<file path="src/logic/shutter_io_cfg.svh">
// register offsets, field positions and reset values of the shutter i/o block
`ifndef SHUTTER_IO_CFG_SVH
`define SHUTTER_IO_CFG_SVH

// ==========================================
// register byte offsets
`define SIO_CTRL_OFS      8'h00
`define SIO_STATUS_OFS    8'h04
`define SIO_IRQ_STAT_OFS  8'h08
`define SIO_IRQ_MASK_OFS  8'h0C

// ==========================================
// control register fields
`define SIO_CTRL_RES_BIT    0
`define SIO_CTRL_BR_LSB     1
`define SIO_CTRL_INDEP_BIT  5
`define SIO_CTRL_GUIDE_BIT  6
`define SIO_CTRL_LASER_BIT  7
`define SIO_CTRL_RST        8'h00

// ==========================================
// status register fields
`define SIO_ST_RES_BIT    0
`define SIO_ST_BR_LSB     1
`define SIO_ST_TS_LSB     5
`define SIO_ST_ESTOP_BIT  8
`define SIO_ST_ILK_BIT    9
`define SIO_ST_KEY_BIT    10

// ==========================================
// interrupt status and mask fields
`define SIO_EV_ESTOP_BIT  0
`define SIO_EV_ILK_BIT    1
`define SIO_EV_TSREJ_BIT  2
`define SIO_IRQ_MASK_RST  3'h0

// ==========================================
// bus responses
`define SIO_RESP_OKAY     2'h0
`define SIO_RESP_SLVERR   2'h2

`endif

</file>
<file path="src/logic/shutter_io_pkg.sv">
// types and fixed widths shared by the shutter i/o block
package shutter_io_pkg;

  // ==========================================
  // fixed channel counts
  localparam int NUM_BRANCH = 4;
  localparam int NUM_TS     = 3;
  localparam int NUM_EV     = 3;

  // ==========================================
  // operating modes of the laser control path
  typedef enum logic [1:0] {
    MODE_KEYOFF,
    MODE_RUN,
    MODE_ESTOP
  } op_mode_t;

endpackage : shutter_io_pkg

</file>
<file path="src/logic/input_sync.sv">
// three-flop synchroniser bank for contact inputs
`timescale 1ns/100ps

module input_sync #(
  parameter int          W       = 1,
  parameter logic [W-1:0] RST_VAL = '0
) (
  input  wire logic         i_clk,
  input  wire logic         i_rst,
  input  wire logic [W-1:0] i_d,
  output logic      [W-1:0] o_q
);

  logic [W-1:0] s1_reg;
  logic [W-1:0] s2_reg;
  logic [W-1:0] s3_reg;
  logic [W-1:0] q_reg;
  logic [W-1:0] q_next;

  // ==========================================
  // per bit: take the new level once stages two and three agree
  for (genvar b = 0; b < W; b++) begin : g_bit
    always_comb begin
      q_next[b] = (s2_reg[b] == s3_reg[b]) ? s3_reg[b] : q_reg[b];
    end
  end

  // shift chain, first stage read only by the second
  always_ff @(posedge i_clk or posedge i_rst) begin
    if (i_rst) begin
      s1_reg <= RST_VAL;
      s2_reg <= RST_VAL;
      s3_reg <= RST_VAL;
      q_reg  <= RST_VAL;
    end else begin
      s1_reg <= i_d;
      s2_reg <= s1_reg;
      s3_reg <= s2_reg;
      q_reg  <= q_next;
    end
  end

  assign o_q = q_reg;

endmodule : input_sync

</file>
<file path="src/logic/event_latch.sv">
// sticky event bits with write-one-to-clear, mask and level interrupt
`timescale 1ns/100ps

module event_latch #(
  parameter int           W        = 1,
  parameter logic [W-1:0] MASK_RST = '0
) (
  input  wire logic         i_clk,
  input  wire logic         i_rst,
  input  wire logic [W-1:0] i_set,
  input  wire logic         i_clr_we,
  input  wire logic [W-1:0] i_clr_data,
  input  wire logic         i_mask_we,
  input  wire logic [W-1:0] i_mask_data,
  output logic      [W-1:0] o_stat,
  output logic      [W-1:0] o_mask,
  output logic              o_irq
);

  logic [W-1:0] stat_reg;
  logic [W-1:0] stat_next;
  logic [W-1:0] mask_reg;
  logic [W-1:0] mask_next;
  logic         irq_reg;
  logic         irq_next;

  // ==========================================
  // set wins over a clear in the same cycle
  always_comb begin
    stat_next = stat_reg;
    if (i_clr_we) begin
      stat_next = stat_next & ~i_clr_data;
    end
    stat_next = stat_next | i_set;
    mask_next = i_mask_we ? i_mask_data : mask_reg;
    irq_next  = |(stat_next & mask_next);
  end

  // state registers
  always_ff @(posedge i_clk or posedge i_rst) begin
    if (i_rst) begin
      stat_reg <= '0;
      mask_reg <= MASK_RST;
      irq_reg  <= 1'b0;
    end else begin
      stat_reg <= stat_next;
      mask_reg <= mask_next;
      irq_reg  <= irq_next;
    end
  end

  assign o_stat = stat_reg;
  assign o_mask = mask_reg;
  assign o_irq  = irq_reg;

endmodule : event_latch

</file>
<file path="src/logic/shutter_status_estop_interlock_io.sv">
// shutter status, timesharing, emergency stop and interlock contact logic
`timescale 1ns/100ps
`include "shutter_io_cfg.svh"

// How it works
// - timesharing requests honoured only under independent control
// - resonator open status follows resonator shutter
// - four branch open outputs follow their shutters
// - three timesharing on outputs follow unit drive
// - open stop input loop halts laser, enters stop
// - stop state acts as key switch off
// - any stop opens the stop output loop
// - open interlock closes shutters, stops guide, laser
module shutter_status_estop_interlock_io
  import shutter_io_pkg::*;
(
  input  wire logic                  i_clk,
  input  wire logic                  i_rst,
  // contact inputs from the machine controller and safety wiring
  input  wire logic [NUM_TS-1:0]     i_ts_req,
  input  wire logic                  i_estop_in_closed,
  input  wire logic                  i_interlock_closed,
  input  wire logic                  i_key_on,
  // mechanical position sensing of the shutters
  input  wire logic                  i_res_shutter_open_fb,
  input  wire logic [NUM_BRANCH-1:0] i_branch_open_fb,
  // drives into the optics
  output logic                       o_res_shutter_cmd,
  output logic [NUM_BRANCH-1:0]      o_branch_shutter_cmd,
  output logic [NUM_TS-1:0]          o_ts_drive,
  output logic                       o_laser_en,
  output logic                       o_guide_en,
  // status contacts toward the machine controller
  output logic                       o_res_open_stat,
  output logic [NUM_BRANCH-1:0]      o_branch_open_stat,
  output logic [NUM_TS-1:0]          o_ts_on_stat,
  output logic                       o_estop_out_closed,
  output logic                       o_irq,
  // axi4-lite register port
  input  wire logic                  i_awvalid,
  output logic                       o_awready,
  input  wire logic [7:0]            i_awaddr,
  input  wire logic                  i_wvalid,
  output logic                       o_wready,
  input  wire logic [31:0]           i_wdata,
  input  wire logic [3:0]            i_wstrb,
  output logic                       o_bvalid,
  input  wire logic                  i_bready,
  output logic [1:0]                 o_bresp,
  input  wire logic                  i_arvalid,
  output logic                       o_arready,
  input  wire logic [7:0]            i_araddr,
  output logic                       o_rvalid,
  input  wire logic                  i_rready,
  output logic [31:0]                o_rdata,
  output logic [1:0]                 o_rresp
);

  localparam int NSYNC = NUM_TS + NUM_BRANCH + 4;

  // ==========================================
  // signals
  logic [NSYNC-1:0]      sync_in, sync_out;
  logic [NUM_TS-1:0]     ts_req_s;
  logic                  estop_closed_s, ilk_closed_s, key_on_s, res_fb_s;
  logic [NUM_BRANCH-1:0] br_fb_s;

  op_mode_t              mode_reg, mode_next;
  logic [7:0]            ctrl_reg, ctrl_next;
  logic [NUM_TS-1:0]     ts_prev_reg;
  logic                  ilk_prev_reg;

  logic                  res_cmd_reg, res_cmd_next;
  logic [NUM_BRANCH-1:0] br_cmd_reg, br_cmd_next;
  logic [NUM_TS-1:0]     ts_drv_reg, ts_drv_next;
  logic                  laser_reg, laser_next;
  logic                  guide_reg, guide_next;
  logic                  res_st_reg;
  logic [NUM_BRANCH-1:0] br_st_reg;
  logic                  estop_out_reg, estop_out_next;
  logic                  permit;

  logic [NUM_EV-1:0]     ev_set, ev_stat, ev_mask;
  logic                  irq_w;

  logic                  aw_full_reg, aw_full_next;
  logic [7:0]            aw_addr_reg, aw_addr_next;
  logic                  w_full_reg, w_full_next;
  logic [31:0]           w_data_reg, w_data_next;
  logic                  w_strb0_reg, w_strb0_next;
  logic                  bvalid_reg, bvalid_next;
  logic [1:0]            bresp_reg, bresp_next;
  logic                  awready_reg, awready_next;
  logic                  wready_reg, wready_next;
  logic                  arready_reg, arready_next;
  logic                  rvalid_reg, rvalid_next;
  logic [31:0]           rdata_reg, rdata_next;
  logic [1:0]            rresp_reg, rresp_next;
  logic                  do_write, wr_ctrl, wr_clr, wr_mask;
  logic [31:0]           status_word;

  // ==========================================
  // contact input synchronisers, safety loops reset to open
  assign sync_in = {i_ts_req, i_branch_open_fb, i_res_shutter_open_fb,
                    i_key_on, i_interlock_closed, i_estop_in_closed};

  input_sync #(
    .W       (NSYNC),
    .RST_VAL ('0)
  ) u_sync (
    .i_clk (i_clk),
    .i_rst (i_rst),
    .i_d   (sync_in),
    .o_q   (sync_out)
  );

  // split the synchronised bank
  assign estop_closed_s = sync_out[0];
  assign ilk_closed_s   = sync_out[1];
  assign key_on_s       = sync_out[2];
  assign res_fb_s       = sync_out[3];
  assign br_fb_s        = sync_out[4 +: NUM_BRANCH];
  assign ts_req_s       = sync_out[4 + NUM_BRANCH +: NUM_TS];

  // ==========================================
  // operating mode: an open stop loop wins from any mode
  always_comb begin
    mode_next = mode_reg;
    unique case (mode_reg)
      MODE_KEYOFF, MODE_RUN: mode_next = key_on_s ? MODE_RUN : MODE_KEYOFF;
      // leave stop only with loop closed and key turned off
      MODE_ESTOP: mode_next = (estop_closed_s && !key_on_s) ? MODE_KEYOFF : MODE_ESTOP;
      default:    mode_next = MODE_ESTOP; // unused code falls back to stop
    endcase
    if (!estop_closed_s) begin
      mode_next = MODE_ESTOP;
    end
  end

  // ==========================================
  // output drives: stop and interlock gate everything
  always_comb begin
    permit         = (mode_next == MODE_RUN) && ilk_closed_s;
    res_cmd_next   = permit && ctrl_reg[`SIO_CTRL_RES_BIT];
    br_cmd_next    = permit ? ctrl_reg[`SIO_CTRL_BR_LSB +: NUM_BRANCH] : '0;
    ts_drv_next    = (permit && ctrl_reg[`SIO_CTRL_INDEP_BIT]) ? ts_req_s : '0;
    laser_next     = permit && ctrl_reg[`SIO_CTRL_LASER_BIT];
    guide_next     = permit && ctrl_reg[`SIO_CTRL_GUIDE_BIT];
    estop_out_next = (mode_next != MODE_ESTOP);
  end

  // ==========================================
  // events: stop entry, interlock opening, refused request
  always_comb begin
    ev_set = '0;
    ev_set[`SIO_EV_ESTOP_BIT] = (mode_next == MODE_ESTOP) && (mode_reg != MODE_ESTOP);
    ev_set[`SIO_EV_ILK_BIT]   = ilk_prev_reg && !ilk_closed_s;
    ev_set[`SIO_EV_TSREJ_BIT] = |(ts_req_s & ~ts_prev_reg & ~ts_drv_next);
  end

  event_latch #(
    .W        (NUM_EV),
    .MASK_RST (`SIO_IRQ_MASK_RST)
  ) u_events (
    .i_clk       (i_clk),
    .i_rst       (i_rst),
    .i_set       (ev_set),
    .i_clr_we    (wr_clr),
    .i_clr_data  (w_data_reg[NUM_EV-1:0]),
    .i_mask_we   (wr_mask),
    .i_mask_data (w_data_reg[NUM_EV-1:0]),
    .o_stat      (ev_stat),
    .o_mask      (ev_mask),
    .o_irq       (irq_w)
  );

  // ==========================================
  // axi4-lite write: address and data taken in either order
  always_comb begin
    do_write = aw_full_reg && w_full_reg && !bvalid_reg;
    wr_ctrl  = do_write && w_strb0_reg && (aw_addr_reg == `SIO_CTRL_OFS);
    wr_clr   = do_write && w_strb0_reg && (aw_addr_reg == `SIO_IRQ_STAT_OFS);
    wr_mask  = do_write && w_strb0_reg && (aw_addr_reg == `SIO_IRQ_MASK_OFS);
    aw_full_next = aw_full_reg;
    aw_addr_next = aw_addr_reg;
    w_full_next  = w_full_reg;
    w_data_next  = w_data_reg;
    w_strb0_next = w_strb0_reg;
    bvalid_next  = bvalid_reg;
    bresp_next   = bresp_reg;
    if (i_awvalid && awready_reg) begin
      aw_full_next = 1'b1;
      aw_addr_next = i_awaddr;
    end
    if (i_wvalid && wready_reg) begin
      w_full_next  = 1'b1;
      w_data_next  = i_wdata;
      w_strb0_next = i_wstrb[0];
    end
    if (bvalid_reg && i_bready) begin
      bvalid_next = 1'b0;
    end
    if (do_write) begin
      aw_full_next = 1'b0;
      w_full_next  = 1'b0;
      bvalid_next  = 1'b1;
      unique case (aw_addr_reg)
        `SIO_CTRL_OFS, `SIO_STATUS_OFS,
        `SIO_IRQ_STAT_OFS, `SIO_IRQ_MASK_OFS: bresp_next = `SIO_RESP_OKAY;
        default:                               bresp_next = `SIO_RESP_SLVERR;
      endcase
    end
    awready_next = !aw_full_next && !bvalid_next;
    wready_next  = !w_full_next && !bvalid_next;
    ctrl_next    = wr_ctrl ? w_data_reg[7:0] : ctrl_reg;
  end

  // ==========================================
  // axi4-lite read: one cycle from address to data
  always_comb begin
    status_word = '0;
    status_word[`SIO_ST_RES_BIT]               = res_st_reg;
    status_word[`SIO_ST_BR_LSB +: NUM_BRANCH]  = br_st_reg;
    status_word[`SIO_ST_TS_LSB +: NUM_TS]      = ts_drv_reg;
    status_word[`SIO_ST_ESTOP_BIT]             = (mode_reg == MODE_ESTOP);
    status_word[`SIO_ST_ILK_BIT]               = !ilk_closed_s;
    status_word[`SIO_ST_KEY_BIT]               = key_on_s;
    rvalid_next = rvalid_reg;
    rdata_next  = rdata_reg;
    rresp_next  = rresp_reg;
    if (rvalid_reg && i_rready) begin
      rvalid_next = 1'b0;
    end
    if (i_arvalid && arready_reg) begin
      rvalid_next = 1'b1;
      rresp_next  = `SIO_RESP_OKAY;
      unique case (i_araddr)
        `SIO_CTRL_OFS:     rdata_next = {24'h000000, ctrl_reg};
        `SIO_STATUS_OFS:   rdata_next = status_word;
        `SIO_IRQ_STAT_OFS: rdata_next = {29'h00000000, ev_stat};
        `SIO_IRQ_MASK_OFS: rdata_next = {29'h00000000, ev_mask};
        default: begin
          rdata_next = 32'h00000000;
          rresp_next = `SIO_RESP_SLVERR;
        end
      endcase
    end
    arready_next = !rvalid_next;
  end

  // ==========================================
  // registers
  always_ff @(posedge i_clk or posedge i_rst) begin
    if (i_rst) begin
      mode_reg      <= MODE_ESTOP;
      ctrl_reg      <= `SIO_CTRL_RST;
      ts_prev_reg   <= '0;
      ilk_prev_reg  <= 1'b0;
      res_cmd_reg   <= 1'b0;
      br_cmd_reg    <= '0;
      ts_drv_reg    <= '0;
      laser_reg     <= 1'b0;
      guide_reg     <= 1'b0;
      res_st_reg    <= 1'b0;
      br_st_reg     <= '0;
      estop_out_reg <= 1'b0;
      aw_full_reg   <= 1'b0;
      aw_addr_reg   <= 8'h00;
      w_full_reg    <= 1'b0;
      w_data_reg    <= 32'h00000000;
      w_strb0_reg   <= 1'b0;
      bvalid_reg    <= 1'b0;
      bresp_reg     <= `SIO_RESP_OKAY;
      awready_reg   <= 1'b0;
      wready_reg    <= 1'b0;
      arready_reg   <= 1'b0;
      rvalid_reg    <= 1'b0;
      rdata_reg     <= 32'h00000000;
      rresp_reg     <= `SIO_RESP_OKAY;
    end else begin
      mode_reg      <= mode_next;
      ctrl_reg      <= ctrl_next;
      ts_prev_reg   <= ts_req_s;
      ilk_prev_reg  <= ilk_closed_s;
      res_cmd_reg   <= res_cmd_next;
      br_cmd_reg    <= br_cmd_next;
      ts_drv_reg    <= ts_drv_next;
      laser_reg     <= laser_next;
      guide_reg     <= guide_next;
      res_st_reg    <= res_fb_s;
      br_st_reg     <= br_fb_s;
      estop_out_reg <= estop_out_next;
      aw_full_reg   <= aw_full_next;
      aw_addr_reg   <= aw_addr_next;
      w_full_reg    <= w_full_next;
      w_data_reg    <= w_data_next;
      w_strb0_reg   <= w_strb0_next;
      bvalid_reg    <= bvalid_next;
      bresp_reg     <= bresp_next;
      awready_reg   <= awready_next;
      wready_reg    <= wready_next;
      arready_reg   <= arready_next;
      rvalid_reg    <= rvalid_next;
      rdata_reg     <= rdata_next;
      rresp_reg     <= rresp_next;
    end
  end

  // ==========================================
  // outputs, all from flops
  assign o_res_shutter_cmd    = res_cmd_reg;
  assign o_branch_shutter_cmd = br_cmd_reg;
  assign o_ts_drive           = ts_drv_reg;
  assign o_laser_en           = laser_reg;
  assign o_guide_en           = guide_reg;
  assign o_res_open_stat      = res_st_reg;
  assign o_branch_open_stat   = br_st_reg;
  assign o_ts_on_stat         = ts_drv_reg;
  assign o_estop_out_closed   = estop_out_reg;
  assign o_irq                = irq_w;
  assign o_awready            = awready_reg;
  assign o_wready             = wready_reg;
  assign o_bvalid             = bvalid_reg;
  assign o_bresp              = bresp_reg;
  assign o_arready            = arready_reg;
  assign o_rvalid             = rvalid_reg;
  assign o_rdata              = rdata_reg;
  assign o_rresp              = rresp_reg;

endmodule : shutter_status_estop_interlock_io

</file>
<file path="config.mk">
export PLATFORM = sky130hd
export DESIGN_NAME = shutter_status_estop_interlock_io
export DESIGN_NICKNAME = d
export VERILOG_FILES = /design/src/logic/shutter_io_pkg.sv /design/src/logic/input_sync.sv /design/src/logic/event_latch.sv /design/src/logic/shutter_status_estop_interlock_io.sv
export VERILOG_INCLUDE_DIRS = /design/src /design/src/logic
export SDC_FILE = /design/constraint.sdc
export NUM_CORES = 1
export LEC_CHECK = 0
export ABC_CLOCK_PERIOD_IN_PS = 6000
export BUFFER_PORTS_ARGS = -buffer_cell sky130_fd_sc_hd__buf_2
export CORE_AREA = 3 3 103 105
export DETAILED_ROUTE_END_ITERATION = 8
export DIE_AREA = 0 0 106 108
export PLACE_DENSITY = 0.71
export SETUP_SLACK_MARGIN = 0.2
export SLEW_MARGIN = 15
export SYNTH_ARGS = -nofsm -noshare
export SYNTH_HDL_FRONTEND = slang
export SYNTH_SLANG_ARGS = --single-unit
export TNS_END_PERCENT = 30
</file>
<file path="constraint.sdc">
create_clock -name i_clk -period 6 [get_ports i_clk]
set_clock_uncertainty 0.1 [all_clocks]
set_input_delay 0.3 -clock i_clk [delete_from_list [all_inputs] [get_ports i_clk]]
set_output_delay 0.3 -clock i_clk [all_outputs]
set_load 0.05 [all_outputs]
</file>
After elaboration in Yosys (flattened, before gate mapping)
Index checks and enable logic that the tools add are counted.
{"block": "totals", "reg_bits": 141, "input_bits": 70, "output_inout_bits": 61}
{"block": "classes", "n_eq_ne": 23, "mux": 19, "bitwise_logic": 8, "reduce_logical": 36}
{"cell": "11-bit one-hot mux with 4 select lines", "count": 1}
{"cell": "8-bit by 4-bit == test with 1-bit output (second input constant)", "count": 4}
{"cell": "1-bit logical AND", "count": 21}
{"cell": "8-bit by 3-bit == test with 1-bit output (second input constant)", "count": 2}
{"cell": "8-bit zero test", "count": 2}
{"cell": "3-bit bitwise AND", "count": 4}
{"cell": "1-bit == test", "count": 11}
{"cell": "1-bit 2-to-1 mux", "count": 9}
{"cell": "3-bit 2-to-1 mux", "count": 3}
{"cell": "3-bit NOT", "count": 3}
{"cell": "2-bit 2-to-1 mux", "count": 4}
{"cell": "4-bit OR reduction", "count": 2}
{"cell": "1-bit zero test", "count": 7}
{"cell": "3-bit OR reduction", "count": 2}
{"cell": "2-bit by 1-bit == test with 1-bit output (second input constant)", "count": 2}
{"cell": "2-bit == test (second input constant)", "count": 2}
{"cell": "4-bit 2-to-1 mux", "count": 1}
{"cell": "2-bit != test (second input constant)", "count": 2}
{"cell": "2-bit one-hot mux with 2 select lines", "count": 1}
{"cell": "3-bit OR", "count": 1}
{"cell": "2-bit zero test", "count": 1}
{"cell": "2-bit OR reduction", "count": 1}

Longest topological paths before layout
Gate-level depths: netlist (run 1).
{"block": "depth", "depth_word": 15, "depth_mapped": 6, "mapped_depth_nobuf": 5}

Hierarchy
Synthesis (run 1) repeated with hierarchy kept, for this count alone.
{"block": "unflattened", "cells_unflattened": 287, "hier_area_um2": 4284.1}
{"mod": "shutter_status_estop_interlock_io", "instances": 1, "cells_per_inst": 212, "area_each_um2": 2781.4, "seq_area_each_um2": 1677.9}
{"mod": "input_sync", "instances": 1, "cells_per_inst": 56, "area_each_um2": 1228.7, "seq_area_each_um2": 1101.1}
{"mod": "event_latch", "instances": 1, "cells_per_inst": 19, "area_each_um2": 274.0, "seq_area_each_um2": 175.2}

Worst setup path after synthesis (run 1)
OpenSTA, ideal clock, no wires.
{"block": "synth_timing", "path_type": "flip-flop to flip-flop", "startpoint": "reg bvalid_reg, in the netlist o_bvalid", "endpoint": "reg u_events.irq_reg, in the netlist u_events.o_irq", "setup_ns": 0.119, "t_arrival_ns": 1.738, "required_ns": 5.781, "path_slack_ns": 4.043, "path_stages_with_launch": 6, "period_less_slack_ns": 1.957, "path_cell_list": "dfrtp_1 and4b_1 nand4_2 mux2_4 a22oi_2 a21bo_1"}
{"block": "synth_between", "word_cells_on_any_way": 10, "classes_between": "mux (2); bitwise (2); reduce/logical (6)"}
{"item": "start, declared", "line_no": "shutter_status_estop_interlock_io.sv:91", "rtl": "logic bvalid_reg, bvalid_next;"}
{"item": "start signal, assigned", "line_no": "shutter_status_estop_interlock_io.sv:298", "rtl": "bvalid_reg <= bvalid_next;"}
{"item": "1-bit zero test", "line_no": "shutter_status_estop_interlock_io.sv:180", "rtl": "do_write = aw_full_reg && w_full_reg && !bvalid_reg;"}
{"item": "1-bit logical AND", "line_no": "shutter_status_estop_interlock_io.sv:180"}
{"item": "1-bit logical AND (2 in a row)", "line_no": "shutter_status_estop_interlock_io.sv:183", "rtl": "wr_mask = do_write && w_strb0_reg && (aw_addr_reg == `SIO_IRQ_MASK_OFS);"}
{"item": "3-bit 2-to-1 mux", "line_no": "event_latch.sv:35", "rtl": "mask_next = i_mask_we ? i_mask_data : mask_reg;"}
{"item": "named net u_events.mask_next[0]", "line_no": "event_latch.sv:23", "rtl": "logic [W-1:0] mask_next;"}
{"item": "3-bit bitwise AND", "line_no": "event_latch.sv:36", "rtl": "irq_next = |(stat_next & mask_next);"}
{"item": "3-bit OR reduction", "line_no": "event_latch.sv:36"}
{"item": "named net u_events.irq_next", "line_no": "event_latch.sv:25", "rtl": "logic irq_next;"}
{"item": "end signal, assigned", "line_no": "event_latch.sv:48", "rtl": "irq_reg <= irq_next;"}
{"item": "end, declared", "line_no": "event_latch.sv:24", "rtl": "logic irq_reg;"}
The timed path passes the listed nets, and every way through them passes these cells.
A chain may end at the register's enable or synchronous reset.

Final worst setup path (run 1)
{"block": "layout_timing", "startpoint": "reg aw_addr_reg[7]", "endpoint": "reg ctrl_reg[1]"}
{"block": "layout_between", "elab_chain_cells": 2}
{"item": "start, declared", "line_no": "shutter_status_estop_interlock_io.sv:87", "rtl": "logic [7:0] aw_addr_reg, aw_addr_next;"}
{"item": "start signal, assigned", "line_no": "shutter_status_estop_interlock_io.sv:294", "rtl": "aw_addr_reg <= aw_addr_next;"}
{"item": "8-bit zero test"}
{"item": "1-bit logical AND", "line_no": "shutter_status_estop_interlock_io.sv:181", "rtl": "wr_ctrl = do_write && w_strb0_reg && (aw_addr_reg == `SIO_CTRL_OFS);"}
{"item": "end signal, assigned", "line_no": "shutter_status_estop_interlock_io.sv:256", "rtl": "ctrl_reg <= `SIO_CTRL_RST;"}
{"item": "end signal, assigned", "line_no": "shutter_status_estop_interlock_io.sv:282", "rtl": "ctrl_reg <= ctrl_next;"}
{"item": "end, declared", "line_no": "shutter_status_estop_interlock_io.sv:69", "rtl": "logic [7:0] ctrl_reg, ctrl_next;"}
Every way passes these cells.

==> results of run 1 <==
routing by layer:
layer / vias up / global-route usage, % / wire [µm]
li1: 1208 / - / -
met1: 1236 / 17.7 / 3340
met2: 83 / 25.2 / 3950
met3: 19 / 4.66 / 466
met4: 0 / 8.05 / 189
met5: - / 0 / 0
repair_timing:
| action | CTS | global route |
|---|---|---|
| hold endpoints to repair | 84 | 0 |
| setup buffers | 0 | 0 |
| hold buffers | 34 | 0 |
power by group:
group          internal [mW]  switching, mW
Clock                  0.643          0.375
Combinational          0.148          0.215
Sequential             0.915         0.0927
Total                   1.71          0.683
worst min-delay path, cell delays in order:
cell     delay (ps)
buf_2            70
nor4_1           50
nand3_1         140
o21ai_0         100
cell families after synthesis:
group                      after synthesis  share of synthesized area, %
adders and majority gates               11                          2.54
other                                    1                        0.0867
muxes                                   36                          10.1
and+or+nand+nor                         58                          7.89
AOI/OAI and AO/OA                       24                          3.79
buffers and inverters                   51                          7.32
DFF                                    118                          68.3
placed cells by master, fill, tap and decap left out, types with 2 or more instances in the layout:
| master | Yosys | routed |
|---|---|---|
| nand2b_1 | 2 | 2 |
| nand3_1 | 3 | 3 |
| o21ai_0 | 9 | 9 |
| a22o_1 | 2 | 2 |
| and4b_1 | 4 | 4 |
| nor2b_1 | 2 | 2 |
| nand4_1 | 2 | 2 |
| conb_1 | 1 | 23 |
| clkinvlp_4 | 0 | 2 |
| mux4_2 | 3 | 3 |
| dfrtp_1 | 117 | 117 |
| nor2_1 | 9 | 9 |
| dlygate4sd3_1 | 0 | 34 |
| nand2_1 | 18 | 18 |
| o31ai_1 | 5 | 5 |
| a21oi_1 | 2 | 2 |
| maj3_1 | 11 | 11 |
| buf_2 | 1 | 80 |
| bufinv_16 | 0 | 3 |
| mux2_2 | 27 | 27 |
| inv_1 | 13 | 12 |
| or2_2 | 2 | 2 |
| and2_1 | 9 | 9 |
| clkinv_4 | 0 | 4 |
| inv_6 | 0 | 5 |
| clkbuf_16 | 0 | 16 |
| mux2i_1 | 5 | 5 |
area by class of cell:
type	instances	area share, %
Multi-Input combinational cell	152	20.1
Timing Repair Buffer	115	13.2
Inverter	13	0.905
Clock buffer	17	7.31
Sequential cell	118	52.1
Clock inverter	15	3.44
Tap cell	133	2.94
how the worst min path moves through the flow:
stage	startpoint	endpoint	slack, ps
2_1_floorplan	u_sync.s1_reg[0]	u_sync.s2_reg[0]	230
4_1_cts	i_araddr[6]	o_rdata[2]	80
3_3_place_gp	u_sync.s1_reg[6]	u_sync.s2_reg[6]	230
5_1_grt	i_araddr[7]	o_rdata[2]	130
3_5_place_dp	u_sync.s1_reg[10]	u_sync.s2_reg[10]	230
6_report	i_araddr[6]	o_rdata[2]	100
==> results.json, run 1 <==
{
  "die_area_um2": 11400,
  "drt_iter0_markers": 87,
  "synth_top_area_cell": "dfrtp_1",
  "endpoint_kind": "flip-flop",
  "crit_type": "reg -> reg",
  "worst_ep_required_time_ps": 6290,
  "globalRouteOverflowTotal": 0,
  "max-vdd-ir-drop_v": 0.000315,
  "multiInputGateArea_um2": 1140,
  "crit_chain": "nor4_4 -> nand3_1 -> nor3_4 -> mux2_2",
  "fmax_ghz": 0.485,
  "period_minus_slack_ps": 2060,
  "synth-seq-cells": 118,
  "worst_pin_slew_ps": 812,
  "wl_per_cell_um": 14.1,
  "pwr_density_cell_nw_per_um2": 422,
  "io_pins": 131,
  "drtAntennaViolNets": 0,
  "antenna_cells": 0,
  "hpwl_um": 5250,
  "die_w_um": 106,
  "startpoint_type": "flip-flop",
  "postSynthAreaPerCell_um2": 14.5,
  "total_power_mw": 2.39,
  "clock_sinks": 118,
  "fillers": 812,
  "h-tree-depth": 4,
  "syn_inst": 299,
  "ys_types": 38,
  "hold_violations": 0,
  "crit_cells": 4,
  "pre_cts_ws_ps": 3930,
  "cts_resized": 0,
  "rsz0062_at_grt": "false",
  "crit_buf_inv": 0,
  "min_path_type": "in -> reg",
  "grt_pass1_wl_um": 13100,
  "chipHeight_um": 108,
  "finalCritPeriodShare_pct": 34.4,
  "netlist_area_um2": 4330,
  "yosysSeqAreaShare_pct": 68.3,
  "setup_ws_ps": 3940,
  "initial_core_util_pct": 44.5,
  "placed_cell_area_um2": 4720,
  "cpPeakStageDelay_ps": 420,
  "r2r_slack_ps": 3940,
  "reg2reg_from": "aw_addr_reg[7]",
  "synth_edf_count": 0,
  "crit_end": "ctrl_reg[1]",
  "clk_pin_slew_ps": 60,
  "drc": 0,
  "async_reset_ff_share_pct": 100,
  "relSlewSlack_pct": 45.9,
  "synth_flop_cell": "dfrtp_1",
  "cts_tree": "yes",
  "dpl.cell_count": 497,
  "cp-startpoint": "aw_addr_reg[7]",
  "yosysMostFrequentCell": "dfrtp_1",
  "outcome": "finished clean",
  "stdcell_area_um2": 5670,
  "grt_use_total_pct": 15.1,
  "fin_util_pct": 58.3,
  "holdWs_ps": 101,
  "clkLatencyLatePin_ps": 510,
  "wirelength_um": 7950,
  "instances_no_fill": 563,
  "cts_made_buffers": 17,
  "seqCellArea_um2": 2950,
  "drv_slew": 0,
  "synthDominantCellAreaShare_pct": 67.7,
  "rows": 36,
  "grt_antenna_before_repair": 0,
  "vias": 2546,
  "synth_common_cells": "dfrtp_1, buf_4, mux2_2",
  "root_buffer": "clkbuf_8",
  "drive_above_1_share_pct": 35.3,
  "grt_pass1_vias": 2779,
  "cap_violations": 0,
  "port-buffer-count": 80,
  "tns_ps": 0,
  "routed_via_density": 4.52,
  "gp_congestion": 0.765,
  "timing.rr.end": "ctrl_reg[1]",
  "clock_path_buffers": 2,
  "fin_nets": 487,
  "coreArea_um2": 9730,
  "crit_family": "simple AND/OR/NAND/NOR gates",
  "p_leak_nw": 2.78,
  "cp_max_fo": 8,
  "synth.area.top_cells": "dfrtp_1, mux2_2, buf_4",
  "grt_max_degree": 69,
  "r2r_cells": 4,
  "drt_first_pass_iters": 5,
  "finalSetupViolCount": 0,
  "min_path_cells": 4,
  "arrival_ps": 2350,
  "syn_to_final_growth_pct": 31.0,
  "yosysWarnings": 0,
  "critPathSlowestCell": "nor3_4"
}
(Power assumes the default switching activity.)
==> inputs of run 2 (changes only) <==
--- a/config.mk
+++ b/config.mk
@@ -6,12 +6,13 @@
 export SDC_FILE = /design/constraint.sdc
 export NUM_CORES = 1
 export LEC_CHECK = 0
-export ABC_CLOCK_PERIOD_IN_PS = 6000
+export ABC_AREA = 1
+export ABC_CLOCK_PERIOD_IN_PS = 1800
 export BUFFER_PORTS_ARGS = -buffer_cell sky130_fd_sc_hd__buf_2
-export CORE_AREA = 3 3 103 105
+export CORE_AREA = 3 3 104 106
 export DETAILED_ROUTE_END_ITERATION = 8
-export DIE_AREA = 0 0 106 108
-export PLACE_DENSITY = 0.71
+export DIE_AREA = 0 0 107 109
+export PLACE_DENSITY = 0.74
 export SETUP_SLACK_MARGIN = 0.2
 export SLEW_MARGIN = 15
 export SYNTH_ARGS = -nofsm -noshare
==> constraint.sdc (replaced) <==
create_clock -name i_clk -period 1.8 [get_ports i_clk]
set_clock_uncertainty 0.1 [all_clocks]
set_input_delay 0.09 -clock i_clk [delete_from_list [all_inputs] [get_ports i_clk]]
set_output_delay 0.09 -clock i_clk [all_outputs]
set_load 0.05 [all_outputs]
==> run 2 against run 1 <==
Net effect: utilization grew 1.2 points; routed wire length grew 10%; largest power group is now registers; critical endpoint is now u_events.o_irq; clock-buffer cell count grew 1; critical path type unchanged.
==> results.json, run 2 <==
{
  "synth_common_cells": "dfrtp_1, nand2_1, inv_1",
  "drt_first_pass_iters": 4,
  "synth_top_area_cell": "dfrtp_1",
  "min_path_type": "in -> reg",
  "postSynthAreaPerCell_um2": 10.8,
  "fillers": 818,
  "synthDominantCellAreaShare_pct": 65.3,
  "clk_pin_slew_ps": 60,
  "fin_nets": 609,
  "drc": 0,
  "grt_antenna_before_repair": 0,
  "clkLatencyLatePin_ps": 500,
  "max-vdd-ir-drop_v": 0.000971,
  "grt_pass1_vias": 3078,
  "synth-seq-cells": 118,
  "drt_iter0_markers": 199,
  "finalSetupViolCount": 0,
  "ys_types": 29,
  "clock_sinks": 118,
  "synth-simple-area-share_pct": 17.8,
  "routed_via_density": 4.48,
  "syn_inst": 416,
  "initial_core_util_pct": 45.4,
  "synth_fa_ha_area_share_pct": 2.46,
  "r2r_cells": 8,
  "p_comb_share_pct": 17.2,
  "async_reset_ff_share_pct": 100,
  "grt_pass1_wl_um": 14600,
  "synth_compound_area_share_pct": 2.54,
  "min-delay-start": "i_araddr[2]",
  "relSlewSlack_pct": 57.9,
  "p_int_mw": 5.64,
  "synthXorXnorAreaFrac_pct": 0,
  "synth.area.top_cells": "dfrtp_1, nand2_1, buf_4",
  "wl_per_cell_um": 12.8,
  "wirelength_um": 8750,
  "fin_util_pct": 59.4,
  "cts_made_buffers": 17,
  "drive_above_1_share_pct": 24.1,
  "arrival_ps": 1760,
  "rsz0062_at_grt": "true",
  "yosysMostFrequentCell": "dfrtp_1",
  "worst_pin_slew_ps": 631,
  "gp_congestion": 0.797,
  "hold_violations": 0,
  "drtAntennaViolNets": 0,
  "crit_path_frequent_cell": "nand2_1",
  "multiInputGateArea_um2": 1180,
  "final_cell_mix": "dfrtp_1, nand2_1, buf_2",
  "io_pins": 131,
  "hpwl_um": 5780,
  "crit_chain": "nor2_1 -> nand2_1 -> nor2_2 -> nand2_1 -> nand2_1 -> nand3_1 -> nand2_1 -> nand3_1",
  "synth_edf_count": 0,
  "period_minus_slack_ps": 1480,
  "h-tree-depth": 4,
  "chipHeight_um": 109,
  "m1WireLength_um": 3860,
  "yosysSeqAreaShare_pct": 65.9,
  "yosysWarnings": 0,
  "swShare_pct": 30.3,
  "stdcell_area_um2": 5860,
  "outcome": "finished clean",
  "root_buffer": "clkbuf_8",
  "postCtsSetupRepairBufs": 0,
  "endpoint_kind": "flip-flop",
  "met3_length_um": 431,
  "cp_max_fo": 4,
  "seqCellArea_um2": 2950,
  "tns_ps": 0,
  "reg2reg_from": "aw_addr_reg[1]",
  "timing.rr.end": "u_events.o_irq",
  "port-buffer-count": 80,
  "die_w_um": 107,
  "drv_slew": 0,
  "netlist_area_um2": 4480,
  "final_common_cell": "dfrtp_1",
  "pwr_density_cell_nw_per_um2": 1380,
  "globalRouteOverflowTotal": 0,
  "cap_violations": 0,
  "pwr-share-seq_pct": 42.0,
  "min_path_cells": 5,
  "rows": 36,
  "grt_max_degree": 119,
  "cts_tree": "yes",
  "synth_flop_cell": "dfrtp_1",
  "critPathSlowestCell": "dfrtp_1",
  "p_clk_share_pct": 40.8,
  "coreArea_um2": 9860,
  "crit_type": "reg -> reg",
  "fmax_ghz": 0.676,
  "whs_endpoint": "o_rdata[9]",
  "grt_use_total_pct": 16.3,
  "p_leak_nw": 3.02,
  "top_layer_used": "met4",
  "startpoint_type": "flip-flop",
  "muxShareOfSynthArea_pct": 1.59,
  "syn_to_final_growth_pct": 30.8,
  "p_switching_mw": 2.46,
  "finalCritPeriodShare_pct": 82.1,
  "r2r_slack_ps": 320,
  "clock_path_buffers": 2,
  "worst_ep_required_time_ps": 2080,
  "dr_wl_met2_um": 4370,
  "cpPeakStageDelay_ps": 390,
  "synth_top_family_by_area": "simple AND/OR/NAND/NOR gates",
  "vias": 3069,
  "die_area_um2": 11700,
  "antenna_cells": 0,
  "placed_cell_area_um2": 4890
}
-- run 2: cell types whose count changed after synthesis, moves of 3 or more --
cell,previous run,this run
mux4_2,3,0
mux2_2,27,1
nor2_2,0,5
o21ai_0,9,13
mux2i_1,5,0
and2_1,9,0
and4b_1,4,0
mux2_4,1,4
nand2_1,18,111
nor2_1,9,24
inv_1,13,38
nand3_1,3,27
-- run 2: area by class of cell --
cell class                      instances  area share (%)
Timing Repair Buffer                  120            13.7
Inverter                               41            2.75
Multi-Input combinational cell        241            20.2
Sequential cell                       118            50.4
Tap cell                              133            2.84
Clock buffer                           18            7.13
Clock inverter                         14            2.97
-- run 2: kinds of logic (layout without fill, tap and decap cells) --
kind of cell	count (synthesis)	count (layout)
and+or+nand+nor	181	181
adders and majority gates	11	11
AOI/OAI and AO/OA	21	21
other	1	23
buffers and inverters	79	193
muxes	5	5
DFF	118	118
-- run 2: per-stage QoR --
stage                     total power, mW  hold WS (ps)  worst slack [ps]  std cells
after floorplan                      4.45          21.4               115        438
after global placement               4.71          97.5               327        616
after detailed placement             4.77          99.7               292        616
after CTS                            8.17          3.19               269        685
after global routing                 8.53          48.0               166        685
final                                8.10          21.8               322        685
-- run 2: per-layer routing --
layer | track usage, % | vias up
li1 | - | 1512
met1 | 21.0 | 1451
met2 | 26.2 | 95
met3 | 4.50 | 11
met4 | 6.67 | 0
met5 | 0 | -
-- run 2: how the worst max path moves through the flow --
stage	start	slack [ps]	endpoint
floorplan	o_bvalid	120	ctrl_reg[1]
global placement	aw_addr_reg[1]	330	ctrl_reg[1]
detailed placement	o_bvalid	290	ctrl_reg[1]
CTS	o_bvalid	270	ctrl_reg[1]
global route	aw_addr_reg[5]	170	u_events.o_irq
finish	aw_addr_reg[1]	320	u_events.o_irq
-- run 2: power by group through the flow --
stage	clock network, mW	registers (mW)	logic (mW)
detailed placement	0	3.44	1.33
CTS	3.37	3.40	1.40
finish	3.30	3.40	1.40
global placement	0	3.42	1.30
global route	3.50	3.45	1.57
floorplan	0	3.56	0.887
-- run 2: repair_timing --
item	4_1_cts	5_1_grt
setup endpoints to repair	0	7
hold buffers	37	0
endpoints found under the hold margin	162	0
gates resized for setup	0	2
-- run 2: critical path: cells and delay by family, from the launching register on --
family	cells	cell delay [ps]
and+or+nand+nor	8	870
DFF	1	390
